## config.mk

```make
export PLATFORM = sky130hd
export DESIGN_NAME = record_service_decoder
export DESIGN_NICKNAME = d
export VERILOG_FILES = /design/src/shared/record_service_pkg.sv /design/src/hw/fault_list_map.sv /design/src/hw/record_service_decoder.sv
export SDC_FILE = /design/constraint.sdc
export NUM_CORES = 1
export LEC_CHECK = 0
export BUFFER_PORTS_ARGS = -buffer_cell sky130_fd_sc_hd__buf_4
export CORE_AREA = 2 2 159 161
export DETAILED_ROUTE_END_ITERATION = 10
export DIE_AREA = 0 0 161 163
export PLACE_DENSITY = 0.54
export RECOVER_POWER = 100
export SKIP_CTS_REPAIR_TIMING = 1
export SYNTH_ARGS = -nofsm -noshare
export SYNTH_HDL_FRONTEND = slang
export SYNTH_SLANG_ARGS = --single-unit
export TNS_END_PERCENT = 10
```

## constraint.sdc

```tcl
create_clock -name i_clk -period 6.45 [get_ports i_clk]
set_input_delay 0.3225 -clock i_clk [delete_from_list [all_inputs] [get_ports i_clk]]
set_output_delay 0.3225 -clock i_clk [all_outputs]
set_load 0.02 [all_outputs]
```

## src/shared/record_service_pkg.sv

```systemverilog
// Package: constants and types for the record service decoder
//----------------------------------------------------------------
// Contract
// - Read 0x15 returns auto-address flag in byte 2
// - Slot 0 selects segment one, 100 segment two
// - Read 0x17 returns fault list, status byte 11
// - Faulted node sets its list bit
// - Healthy, disabled or absent node clears bit
// - Unmapped list positions carry no fault meaning
// - Write 0x18 applies byte 2 as ID1 to node 0
// - ID1 write reports success or node absent
// - Read 0x19 returns analog image, status byte 251
// - Four slots: single node or A/B pairs
// - Write 0x1A stores analog output image
// - Every response carries a status code
// - Auto-address status sits in byte 4
// - Write 0x15 sets auto-address enable from bit 0
//----------------------------------------------------------------
package record_service_pkg;

	// Function indices
	localparam logic [7:0] FN_AUTO_ADDR = 8'h15;
	localparam logic [7:0] FN_FAULT_LIST = 8'h17;
	localparam logic [7:0] FN_WRITE_ID1 = 8'h18;
	localparam logic [7:0] FN_ANALOG_IN = 8'h19;
	localparam logic [7:0] FN_ANALOG_OUT = 8'h1A;

	// Slot values per segment
	localparam logic [7:0] SLOT_SEG_ONE = 8'h00;
	localparam logic [7:0] SLOT_SEG_TWO = 8'h64;

	// Byte positions in the response
	localparam logic [7:0] BYTE_FLAG = 8'h02;
	localparam logic [7:0] BYTE_AUTO_STATUS = 8'h04;
	localparam logic [7:0] BYTE_LIST_FIRST = 8'h02;
	localparam logic [7:0] BYTE_LIST_LAST = 8'h09;
	localparam logic [7:0] BYTE_LIST_STATUS = 8'h0B;
	localparam logic [7:0] BYTE_IMG_FIRST = 8'h02;
	localparam logic [7:0] BYTE_IMG_LAST = 8'hF9;
	localparam logic [7:0] BYTE_IMG_STATUS = 8'hFB;

	// Status codes
	localparam logic [7:0] STATUS_OK = 8'h00;
	localparam logic [7:0] STATUS_FAILED = 8'h01;
	localparam logic [7:0] STATUS_NODE_ABSENT = 8'h02;

	// Reset values
	localparam logic RESET_AUTO_ADDR = 1'b0;

	// Image sizes
	localparam int NODE_COUNT = 32;
	localparam int IMG_WORDS = 124;

	typedef enum logic [1:0] {
		ST_IDLE = 2'b00,
		ST_STREAM = 2'b01,
		ST_SEG_WAIT = 2'b10
	} req_state_t;

endpackage : record_service_pkg

```

## src/hw/fault_list_map.sv

```systemverilog
// Fault list mapper: node status to list bits
module fault_list_map
	import record_service_pkg::*;
(
	input wire logic [NODE_COUNT-1:0] i_fault_a,
	input wire logic [NODE_COUNT-1:0] i_fault_b,
	input wire logic [NODE_COUNT-1:0] i_active_a,
	input wire logic [NODE_COUNT-1:0] i_active_b,
	output logic [63:0] o_list
);

	//----------------------------------------------------------------
	// Per node bit generation
	//----------------------------------------------------------------
	// A bit is 1 only for an active node with a fault; positions 0 and 32 (node 0 of A and B) unused
	genvar g;
	generate
		for (g = 0; g < NODE_COUNT; g++) begin : g_node
			if (g == 0) begin : g_unmapped
				assign o_list[g] = 1'b0;
				assign o_list[32 + g] = 1'b0;
			end else begin : g_mapped
				assign o_list[g] = i_active_a[g] & i_fault_a[g];
				assign o_list[32 + g] = i_active_b[g] & i_fault_b[g];
			end
		end
	endgenerate

endmodule : fault_list_map

```

## src/hw/record_service_decoder.sv

```systemverilog
// Record service decoder: acyclic read and write requests for two segments
//
// Design decisions made here: the plain strobed port and the register offsets.
module record_service_decoder
	import record_service_pkg::*;
(
	input wire logic i_clk,
	input wire logic i_reset_n,
	// Request
	input wire logic i_req_valid,
	input wire logic i_req_write,
	input wire logic [7:0] i_req_index,
	input wire logic [7:0] i_req_slot,
	input wire logic [7:0] i_req_id1,
	input wire logic [7:0] i_req_flag,
	// Analog output write stream, byte address and data
	input wire logic i_aout_valid,
	input wire logic [7:0] i_aout_addr,
	input wire logic [7:0] i_aout_data,
	// Response stream
	output logic o_busy,
	output logic o_rsp_valid,
	output logic [7:0] o_rsp_addr,
	output logic [7:0] o_rsp_data,
	output logic o_rsp_last,
	// Segment side: node state, analog inputs, command
	input wire logic [NODE_COUNT-1:0] i_seg0_fault_a,
	input wire logic [NODE_COUNT-1:0] i_seg0_fault_b,
	input wire logic [NODE_COUNT-1:0] i_seg0_active_a,
	input wire logic [NODE_COUNT-1:0] i_seg0_active_b,
	input wire logic [NODE_COUNT-1:0] i_seg1_fault_a,
	input wire logic [NODE_COUNT-1:0] i_seg1_fault_b,
	input wire logic [NODE_COUNT-1:0] i_seg1_active_a,
	input wire logic [NODE_COUNT-1:0] i_seg1_active_b,
	input wire logic [15:0] i_seg0_ain_word,
	input wire logic [15:0] i_seg1_ain_word,
	output logic [6:0] o_ain_word_sel,
	output logic o_seg_sel,
	output logic o_id1_cmd,
	output logic [7:0] o_id1_code,
	input wire logic i_id1_done,
	input wire logic i_id1_ok,
	output logic [1:0] o_auto_addr_en,
	output logic [15:0] o_aout_word,
	output logic [6:0] o_aout_sel,
	output logic o_aout_seg
);

	//----------------------------------------------------------------
	// Declarations
	//----------------------------------------------------------------
	req_state_t state_reg;
	logic [7:0] index_reg;
	logic [7:0] byte_reg;
	logic [7:0] last_reg;
	logic [7:0] status_reg;
	logic seg_reg;
	logic [1:0] auto_reg;
	logic [7:0] aout_low_reg;
	logic [63:0] list_seg0;
	logic [63:0] list_seg1;
	logic [63:0] list_sel;
	logic [15:0] ain_sel;
	logic slot_ok;
	logic index_ok;
	logic [7:0] rsp_byte;
	logic [7:0] img_off;
	logic [7:0] list_off;

	//----------------------------------------------------------------
	// Fault list per segment
	//----------------------------------------------------------------
	fault_list_map u_map0 (
		.i_fault_a(i_seg0_fault_a),
		.i_fault_b(i_seg0_fault_b),
		.i_active_a(i_seg0_active_a),
		.i_active_b(i_seg0_active_b),
		.o_list(list_seg0)
	);

	fault_list_map u_map1 (
		.i_fault_a(i_seg1_fault_a),
		.i_fault_b(i_seg1_fault_b),
		.i_active_a(i_seg1_active_a),
		.i_active_b(i_seg1_active_b),
		.o_list(list_seg1)
	);

	//----------------------------------------------------------------
	// Request decode
	//----------------------------------------------------------------
	// Only the two documented slot values reach a segment
	assign slot_ok = (i_req_slot == SLOT_SEG_ONE) || (i_req_slot == SLOT_SEG_TWO);

	// Known index per direction
	always_comb begin
		if (i_req_write) begin
			index_ok = (i_req_index == FN_AUTO_ADDR) || (i_req_index == FN_WRITE_ID1)
				|| (i_req_index == FN_ANALOG_OUT);
		end else begin
			index_ok = (i_req_index == FN_AUTO_ADDR) || (i_req_index == FN_FAULT_LIST)
				|| (i_req_index == FN_ANALOG_IN);
		end
	end

	//----------------------------------------------------------------
	// Request sequencer
	//----------------------------------------------------------------
	// Reads stream bytes 0..last, writes answer one status byte
	always_ff @(posedge i_clk) begin
		if (!i_reset_n) begin
			state_reg <= ST_IDLE;
			index_reg <= 8'h00;
			byte_reg <= 8'h00;
			last_reg <= 8'h00;
			status_reg <= STATUS_OK;
			seg_reg <= 1'b0;
		end else begin
			case (state_reg)
				ST_IDLE: begin
					if (i_req_valid) begin
						index_reg <= i_req_index;
						byte_reg <= 8'h00;
						// A refused request keeps the segment that tags output bytes
						if (slot_ok && index_ok) begin
							seg_reg <= (i_req_slot == SLOT_SEG_TWO);
						end
						if (!(slot_ok && index_ok)) begin
							status_reg <= STATUS_FAILED;
							last_reg <= 8'h00;
							state_reg <= ST_STREAM;
						end else if (i_req_write && i_req_index == FN_WRITE_ID1) begin
							state_reg <= ST_SEG_WAIT;
						end else begin
							status_reg <= STATUS_OK;
							state_reg <= ST_STREAM;
							if (i_req_write) begin
								last_reg <= 8'h00;
							end else if (i_req_index == FN_AUTO_ADDR) begin
								last_reg <= BYTE_AUTO_STATUS;
							end else if (i_req_index == FN_FAULT_LIST) begin
								last_reg <= BYTE_LIST_STATUS;
							end else begin
								last_reg <= BYTE_IMG_STATUS;
							end
						end
					end
				end
				ST_SEG_WAIT: begin
					if (i_id1_done) begin
						status_reg <= i_id1_ok ? STATUS_OK : STATUS_NODE_ABSENT;
						last_reg <= 8'h00;
						state_reg <= ST_STREAM;
					end
				end
				ST_STREAM: begin
					byte_reg <= byte_reg + 8'h01;
					if (byte_reg == last_reg) begin
						state_reg <= ST_IDLE;
					end
				end
				default: begin
					state_reg <= ST_IDLE;
				end
			endcase
		end
	end

	assign o_busy = (state_reg != ST_IDLE);

	//----------------------------------------------------------------
	// Stored state: auto-address enable per segment
	//----------------------------------------------------------------
	always_ff @(posedge i_clk) begin
		if (!i_reset_n) begin
			auto_reg <= {2{RESET_AUTO_ADDR}};
		end else if (state_reg == ST_IDLE && i_req_valid && i_req_write && slot_ok
			&& i_req_index == FN_AUTO_ADDR) begin
			auto_reg[i_req_slot == SLOT_SEG_TWO] <= i_req_flag[0];
		end
	end

	assign o_auto_addr_en = auto_reg;

	//----------------------------------------------------------------
	// ID1 command to the segment
	//----------------------------------------------------------------
	// One pulse carrying the new code for the node at address 0
	always_ff @(posedge i_clk) begin
		if (!i_reset_n) begin
			o_id1_cmd <= 1'b0;
			o_id1_code <= 8'h00;
		end else begin
			o_id1_cmd <= state_reg == ST_IDLE && i_req_valid && i_req_write && slot_ok
				&& i_req_index == FN_WRITE_ID1;
			if (state_reg == ST_IDLE && i_req_valid && i_req_write && slot_ok
				&& i_req_index == FN_WRITE_ID1) begin
				o_id1_code <= i_req_id1;
			end
		end
	end

	assign o_seg_sel = seg_reg;

	//----------------------------------------------------------------
	// Analog output image: pair bytes into words
	//----------------------------------------------------------------
	// Even byte is the high half; odd byte completes and issues the word
	always_ff @(posedge i_clk) begin
		if (!i_reset_n) begin
			aout_low_reg <= 8'h00;
			o_aout_word <= 16'h0000;
			o_aout_sel <= 7'h00;
			o_aout_seg <= 1'b0;
		end else if (i_aout_valid && i_aout_addr >= BYTE_IMG_FIRST
			&& i_aout_addr <= BYTE_IMG_LAST) begin
			if (!i_aout_addr[0]) begin
				aout_low_reg <= i_aout_data;
			end else begin
				o_aout_word <= {aout_low_reg, i_aout_data};
				o_aout_sel <= 7'((i_aout_addr - BYTE_IMG_FIRST) >> 1);
				o_aout_seg <= seg_reg;
			end
		end
	end

	//----------------------------------------------------------------
	// Response byte generation
	//----------------------------------------------------------------
	assign list_sel = seg_reg ? list_seg1 : list_seg0;
	assign ain_sel = seg_reg ? i_seg1_ain_word : i_seg0_ain_word;
	assign img_off = byte_reg - BYTE_IMG_FIRST;
	assign list_off = byte_reg - BYTE_LIST_FIRST;
	// Word select leads the byte so the segment answers combinationally
	assign o_ain_word_sel = 7'(img_off >> 1);

	always_comb begin
		rsp_byte = 8'h00;
		if (byte_reg == last_reg) begin
			rsp_byte = status_reg;
		end else if (index_reg == FN_AUTO_ADDR) begin
			if (byte_reg == BYTE_FLAG) begin
				rsp_byte = {7'h00, auto_reg[seg_reg]};
			end
		end else if (index_reg == FN_FAULT_LIST) begin
			if (byte_reg >= BYTE_LIST_FIRST && byte_reg <= BYTE_LIST_LAST) begin
				rsp_byte = list_sel[list_off[2:0]*8 +: 8];
			end
		end else if (index_reg == FN_ANALOG_IN) begin
			if (byte_reg >= BYTE_IMG_FIRST && byte_reg <= BYTE_IMG_LAST) begin
				rsp_byte = img_off[0] ? ain_sel[7:0] : ain_sel[15:8];
			end
		end
	end

	//----------------------------------------------------------------
	// Response registers
	//----------------------------------------------------------------
	always_ff @(posedge i_clk) begin
		if (!i_reset_n) begin
			o_rsp_valid <= 1'b0;
			o_rsp_addr <= 8'h00;
			o_rsp_data <= 8'h00;
			o_rsp_last <= 1'b0;
		end else begin
			o_rsp_valid <= (state_reg == ST_STREAM);
			o_rsp_addr <= byte_reg;
			o_rsp_data <= (state_reg == ST_STREAM) ? rsp_byte : 8'h00;
			o_rsp_last <= (state_reg == ST_STREAM) && (byte_reg == last_reg);
		end
	end

	//----------------------------------------------------------------
	// Checks
	//----------------------------------------------------------------
	a_bad_slot_fails: assert property (@(posedge i_clk) disable iff (!i_reset_n)
		state_reg == ST_IDLE && i_req_valid && !slot_ok |=> status_reg == STATUS_FAILED
		&& state_reg == ST_STREAM)
		else $error("bad slot not refused");

	a_bad_req_keeps: assert property (@(posedge i_clk) disable iff (!i_reset_n)
		state_reg == ST_IDLE && i_req_valid && !(slot_ok && index_ok) |=> $stable(auto_reg))
		else $error("refused request changed state");

	a_auto_write_sets: assert property (@(posedge i_clk) disable iff (!i_reset_n)
		state_reg == ST_IDLE && i_req_valid && i_req_write && i_req_slot == SLOT_SEG_ONE
		&& i_req_index == FN_AUTO_ADDR |=> auto_reg[0] == $past(i_req_flag[0]))
		else $error("auto enable not stored");

	a_id1_status: assert property (@(posedge i_clk) disable iff (!i_reset_n)
		state_reg == ST_SEG_WAIT && i_id1_done && !i_id1_ok
		|=> ##1 o_rsp_valid && o_rsp_last && o_rsp_data == STATUS_NODE_ABSENT)
		else $error("node absent status missing");

	a_id1_cmd_pulse: assert property (@(posedge i_clk) disable iff (!i_reset_n)
		o_id1_cmd |-> state_reg == ST_SEG_WAIT && !$past(o_id1_cmd))
		else $error("ID1 command not one pulse");

	a_header_zero: assert property (@(posedge i_clk) disable iff (!i_reset_n)
		o_rsp_valid && o_rsp_addr <= 8'h01 && !o_rsp_last |-> o_rsp_data == 8'h00)
		else $error("header byte not zero");

	a_flag_byte: assert property (@(posedge i_clk) disable iff (!i_reset_n)
		o_rsp_valid && index_reg == FN_AUTO_ADDR && o_rsp_addr == BYTE_FLAG
		|-> o_rsp_data[7:1] == 7'h00)
		else $error("flag byte reserved bits set");

	a_list_length: assert property (@(posedge i_clk) disable iff (!i_reset_n)
		state_reg == ST_IDLE && i_req_valid && !i_req_write && slot_ok
		&& i_req_index == FN_FAULT_LIST |-> ##13 o_rsp_last && o_rsp_addr == BYTE_LIST_STATUS)
		else $error("fault list length wrong");

	a_list_bit0_zero: assert property (@(posedge i_clk) disable iff (!i_reset_n)
		o_rsp_valid && index_reg == FN_FAULT_LIST && o_rsp_addr == BYTE_LIST_FIRST
		|-> o_rsp_data[0] == 1'b0)
		else $error("unmapped fault bit set");

	a_write_one_byte: assert property (@(posedge i_clk) disable iff (!i_reset_n)
		state_reg == ST_IDLE && i_req_valid && i_req_write && slot_ok && index_ok
		&& i_req_index != FN_WRITE_ID1 |-> ##2 o_rsp_valid && o_rsp_last && o_rsp_addr == 8'h00)
		else $error("write response not one status byte");

	a_auto_length: assert property (@(posedge i_clk) disable iff (!i_reset_n)
		state_reg == ST_IDLE && i_req_valid && !i_req_write && slot_ok
		&& i_req_index == FN_AUTO_ADDR |-> ##6 o_rsp_last && o_rsp_addr == BYTE_AUTO_STATUS)
		else $error("auto query length wrong");

	a_image_length: assert property (@(posedge i_clk) disable iff (!i_reset_n)
		state_reg == ST_IDLE && i_req_valid && !i_req_write && slot_ok
		&& i_req_index == FN_ANALOG_IN |-> ##253 o_rsp_last && o_rsp_addr == BYTE_IMG_STATUS)
		else $error("analog image length wrong");

	a_id1_code: assert property (@(posedge i_clk) disable iff (!i_reset_n)
		o_id1_cmd |-> o_id1_code == $past(i_req_id1))
		else $error("ID1 code not taken from request");

	a_refused_seg: assert property (@(posedge i_clk) disable iff (!i_reset_n)
		state_reg == ST_IDLE && i_req_valid && !(slot_ok && index_ok) |=> $stable(seg_reg))
		else $error("refused request changed segment");

	a_busy_ignores: assert property (@(posedge i_clk) disable iff (!i_reset_n)
		state_reg != ST_IDLE && i_req_valid |=> $stable(index_reg) && $stable(auto_reg))
		else $error("request taken while busy");

	a_last_idle: assert property (@(posedge i_clk) disable iff (!i_reset_n)
		o_rsp_last |-> o_rsp_valid && !o_busy)
		else $error("status byte not final");

	a_aout_pair: assert property (@(posedge i_clk) disable iff (!i_reset_n)
		i_aout_valid && i_aout_addr[0] && i_aout_addr >= BYTE_IMG_FIRST
		&& i_aout_addr <= BYTE_IMG_LAST |=> o_aout_word[7:0] == $past(i_aout_data))
		else $error("output word low byte wrong");

endmodule : record_service_decoder

```

[Yosys cells after proc, flatten, opt, wreduce, memory -nomap -nowiden]
Cells that the tools add are included.
Storage, ports and cells
  flip-flop bits (word level): 96
  bits of input ports: 343
  output and inout port bits: 62
Operators by class
  add/subtract/negate cells: 3
  magnitude comparators: 8
  equal/unequal tests: 17
  shift-type cells: 1
  muxes and demuxes: 38
  bitwise operators: 125
  reductions and logical operators: 31
Operator list (count)
  2-to-1 mux 8 bit: 19
  AND 1 bit: 124
  equality test 8 x 5 -> 1 bit (second input constant): 8
  2-to-1 mux 64 bit: 1
  indexed part select 64 x 7 -> 8 bit: 1
  one-hot mux 8 bit (2 select lines): 3
  greater-or-equal comparator 8 x 2 -> 1 bit (second input constant): 2
  <= comparator 8 bit (second input constant): 2
  2-to-1 mux 16 bit: 1
  subtractor 8 x 2 -> 8 bit (second input constant): 2
  logical AND 1 bit: 13
  2-to-1 mux 2 bit: 6
  AND reduction 2 bit: 5
  adder 8 x 1 -> 8 bit (second input constant): 1
  equality test 8 x 2 -> 1 bit (second input constant): 1
  equality test 8 x 7 -> 1 bit (second input constant): 1
  equality test 8 bit: 1
  <= comparator 8 x 4 -> 1 bit (second input constant): 1
  logical NOT 8 bit: 1
  inequality test 2 bit (second input constant): 3
  one-hot mux 2 bit (3 select lines): 1
  AND reduction 3 bit: 2
  nonzero test 2 bit: 3
  logical OR 1 bit: 5
  other kinds (11): 16

[Longest topological paths before layout]
  depth in word-level cells: 8
  mapped depth: 12
  mapped depth without buffers: 8

[By module]
From an unflattened synthesis, not the netlist that was laid out.
Second synthesis, totals
  cell total of the unflattened synthesis: 639
  area total of the unflattened synthesis: 5808.1 µm²
By module, submodules not included
  record_service_decoder: instances 1, cells an instance 509, area an instance 4994.8 µm², sequential area each 1701.6 µm²
  fault_list_map: instances 2, cells an instance 65, area an instance 406.6 µm², sequential area each 0.0 µm²

[Worst setup path after synthesis]
No wires, ideal clock.
  path kind: register to register
  start: register byte_reg[0]
  end: register o_rsp_data[1]
  arrival time: 2.806 ns
  data required time: 6.333 ns
  setup slack: 3.527 ns
  cell stages (with the launch flop): 13
  cell sequence: dfxtp_1 > clkbuf_1 > clkbuf_1 > clkbuf_1 > inv_1 > ha_1 > or4_1 > o32ai_1 > or4_1 > clkbuf_1 > o32a_1 > o31ai_1 > a22o_1
On the way
  word-level cells in the longest chain between the ends: 7
  elaborated cells on any way between the ends: 15
Ends and longest elaborated chain
  start: declaration: line record_service_decoder.sv:54  | logic [7:0] byte_reg;
  start signal: assignment: line record_service_decoder.sv:157  | byte_reg <= byte_reg + 8'h01;
  branches (longest 6 deep; another with subtractor 8 x 2 -> 8 bit)
  2-to-1 mux 8 bit *: line record_service_decoder.sv:239  | if (byte_reg == last_reg) begin
  end signal: assignment: line record_service_decoder.sv:268  | o_rsp_data <= (state_reg == ST_STREAM) ? rsp_byte : 8'h00;
  end: declaration: line record_service_decoder.sv:24  | output logic [7:0] o_rsp_data,
Mark *: on every way between the ends.
A chain may end at the register's enable or synchronous reset.

[Worst setup path in the final report]
  start: register seg_reg, in the netlist o_seg_sel
  end: register o_rsp_data[3]
On the way
  word-level cells in the longest chain between the ends: 7
  elaborated cells on any way between the ends: 10
Ends and longest elaborated chain
  start: declaration: line record_service_decoder.sv:57  | logic seg_reg;
  start signal: assignment: line record_service_decoder.sv:126  | seg_reg <= (i_req_slot == SLOT_SEG_TWO);
  branches (longest 4 deep; another with 2-to-1 mux 64 bit)
  2-to-1 mux 8 bit *: line record_service_decoder.sv:245  | end else if (index_reg == FN_FAULT_LIST) begin
  2-to-1 mux 8 bit *: line record_service_decoder.sv:241  | end else if (index_reg == FN_AUTO_ADDR) begin
  2-to-1 mux 8 bit *: line record_service_decoder.sv:239
Marked as above.

==> flow_metrics.tcl <==
set metrics [dict create \
    critPathArrivalTime_ps 3960 \
    r2r_end "o_rsp_data[3]$_SDFF_PP0_" \
    power_density_nw_per_um2 168 \
    max_cap_violations 2 \
    place_hpwl_um 20700 \
    finalNonFillerCells 1397 \
    ys.warnings.count 0 \
    clk_path_buf_depth 2 \
    synth-edff-count 0 \
    required_ps 6740 \
    syn_to_final_growth_pct 64.4 \
    rr_startpoint "o_seg_sel$_SDFFE_PN0P_" \
    max_clock_freq_ghz 0.273 \
    placed_area_um2 8340 \
    antenna_found_initial 2 \
    status "finished with violations" \
    clock_skew_ps 8.11 \
    whs_path_depth 2 \
    cp_max_fo 63 \
    initial_utilization 0.208 \
    synth_fp_nets 1048 \
    synthFlopType "dfxtp_1" \
    synth_commonest_cells "140 x nand2_1, 85 x dfxtp_1, 69 x a21oi_1" \
    cts_tree "built" \
    io_pins 405 \
    post_drt_via_cell_ratio 4.67 \
    synth_area_leaders "dfxtp_1 33%, nand2_1 10%, a21oi_1 6.7%" \
    regMostFlops "o_aout_word" \
    die_h_um 163 \
    min_period_ps 3670 \
    rows 58 \
    cts_htree_levels 3 \
    leakagePower_uw 0.00359 \
    async_flop_share 0 \
    hold_slack_ps 168 \
    yosysTopAreaCell "dfxtp_1" \
    grt_max_degree 69 \
    drtIter0Drc 355 \
    cts_buffers 9 \
    synth_seq_cells 85 \
    track_usage 0.185 \
    setup_viol 0 \
    vias 6521 \
    fin_area_um2 8420 \
    hold_viol_final 0 \
    syn_inst 698 \
    yosysMostFrequentCell "nand2_1" \
    die_width_um 161 \
    synth_top_area_share 0.332 \
    start_kind "flop" \
    ir_drop_v 0.000117 \
    dp.cells 1380 \
    rrSetupSlack_ps 2780 \
    grt_setup_unrepaired "false" \
    insertion_delay_ps 350 \
    yosysUniqueCellTypes 56 \
    port_buffers 389 \
    clkTransAtPathRegs_ps 70 \
    fillers 2681 \
    place_congestion 0.854 \
    slew_viol_final 119 \
    largest_reg_flops 16 \
    coreArea_um2 24700 \
    drc_errors 0 \
    grt_overflow 0 \
    seq_area_frac_synth 0.332 \
    dieArea_um2 26200 \
    tightest_slew_ps 3210 \
    avgSynthCellArea_um2 7.34 \
    hold_start "i_id1_ok" \
    slew_headroom -1.14 \
    ant_nets 0 \
    root_buffer "clkbuf_16" \
    drt_first_pass_iters 5 \
    fin_tns_setup_ps 0 \
    violations "capacitance limit, slew limit" \
    synth_area_um2 5120 \
    endpoint_kind "flop" \
    drt_wl_total_um 25300 \
    drive_gt1_frac 0.344 \
    cts_sinks 85 \
    grt_pass1_vias 6377 \
    hold_class "in -> reg" \
    ff2ff_path_depth 7 \
    grt_pass1_wl_um 36800 \
    routedWlPerCell_um 18.1 \
    final_nets 1411 \
    path_class "reg -> reg" \
    timing.final.crit_share 0.568 \
    holdPathEnd "status_reg[1]$_SDFFE_PN0P_" \
]
## final cells by class
class	count	area, µm²	area share
sequential	85	1700	0.202
tap	330	413	0.0490
timing repair buffer	396	2740	0.325
multi-input combinational	551	3190	0.378
clock buffer	10	239	0.0284
inverter	18	67.6	0.00802
antenna	1	2.50	0.000297
clock inverter	6	76.3	0.00906
## metrics by stage
step | setup WS, ps | total power [µW] | util
2_1_floorplan | 3530 | 666 | -
3_3_place_gp | 2880 | 872 | 0.338
3_5_place_dp | 2890 | 875 | 0.338
4_1_cts | 2870 | 1440 | 0.351
5_1_grt | 2420 | 1480 | 0.341
6_report | 2780 | 1410 | 0.341
## cells in the final DEF, fill, tap and decap left out, types with 7 or more instances in the layout
master / instances
o211ai_1: 13
clkbuf_16: 9
inv_1: 17
nand2_1: 140
nand3_1: 35
mux2i_1: 19
o21ai_0: 61
a21oi_1: 69
ha_1: 7
mux4_2: 8
nand4_1: 7
nor2b_1: 8
or4_1: 9
nor3_1: 13
buf_4: 333
a211oi_1: 9
clkbuf_1: 63
nor2_1: 52
dfxtp_1: 85
## kinds of logic (layout without fill, tap and decap cells)
group                    after synthesis  count (layout)  share of synthesized area
other                                  0               1                          0
flip-flops                            85              85                      0.332
XOR/XNOR                              12              12                     0.0205
buffers and inverters                 62             430                     0.0462
adder cells (fa/ha/maj)                7               7                     0.0171
AND/OR/NAND/NOR                      299             299                      0.267
multiplexers                          28              28                     0.0745
AO/OA/AOI/OAI                        205             205                      0.242
## worst max path at each step
stage          slack, ps                       end  cells past startpoint                      from
6_report            2780  o_rsp_data[3]$_SDFF_PP0_                      7    o_seg_sel$_SDFFE_PN0P_
5_1_grt             2420  o_rsp_data[2]$_SDFF_PP0_                      7    o_seg_sel$_SDFFE_PN0P_
4_1_cts             2870  o_rsp_data[2]$_SDFF_PP0_                      7  byte_reg[1]$_SDFFE_PN0P_
3_5_place_dp        2890  o_rsp_data[2]$_SDFF_PP0_                      7  byte_reg[1]$_SDFFE_PN0P_
3_3_place_gp        2880  o_rsp_data[2]$_SDFF_PP0_                      7  byte_reg[1]$_SDFFE_PN0P_
2_1_floorplan       3530  o_rsp_data[1]$_SDFF_PN0_                     12  byte_reg[0]$_SDFFE_PN0P_
## critical path, stage by stage, from the launching register on
cell and delay (ps):
dfxtp_1 1560, buf_4 670, nand3_1 150, o21ai_0 120, o22ai_1 110, a2111oi_0 620
buf_4 230, o21a_1 100
## routing by layer
metal / global-route usage / routed length [µm]
met5: 0 / 12
met4: 0.0556 / 640
met2: 0.343 / 13100
met1: 0.199 / 9410
met3: 0.0624 / 2200
## power by group
| group | internal [µW] | switching (µW) | total, µW | leakage (µW) |
|---|---|---|---|---|
| clock | 319 | 241 | 560 | 0.000157 |
| sequential | 539 | 8.25 | 547 | 0.000690 |
| combinational | 175 | 131 | 306 | 0.00274 |
(Power assumes the default switching activity.)
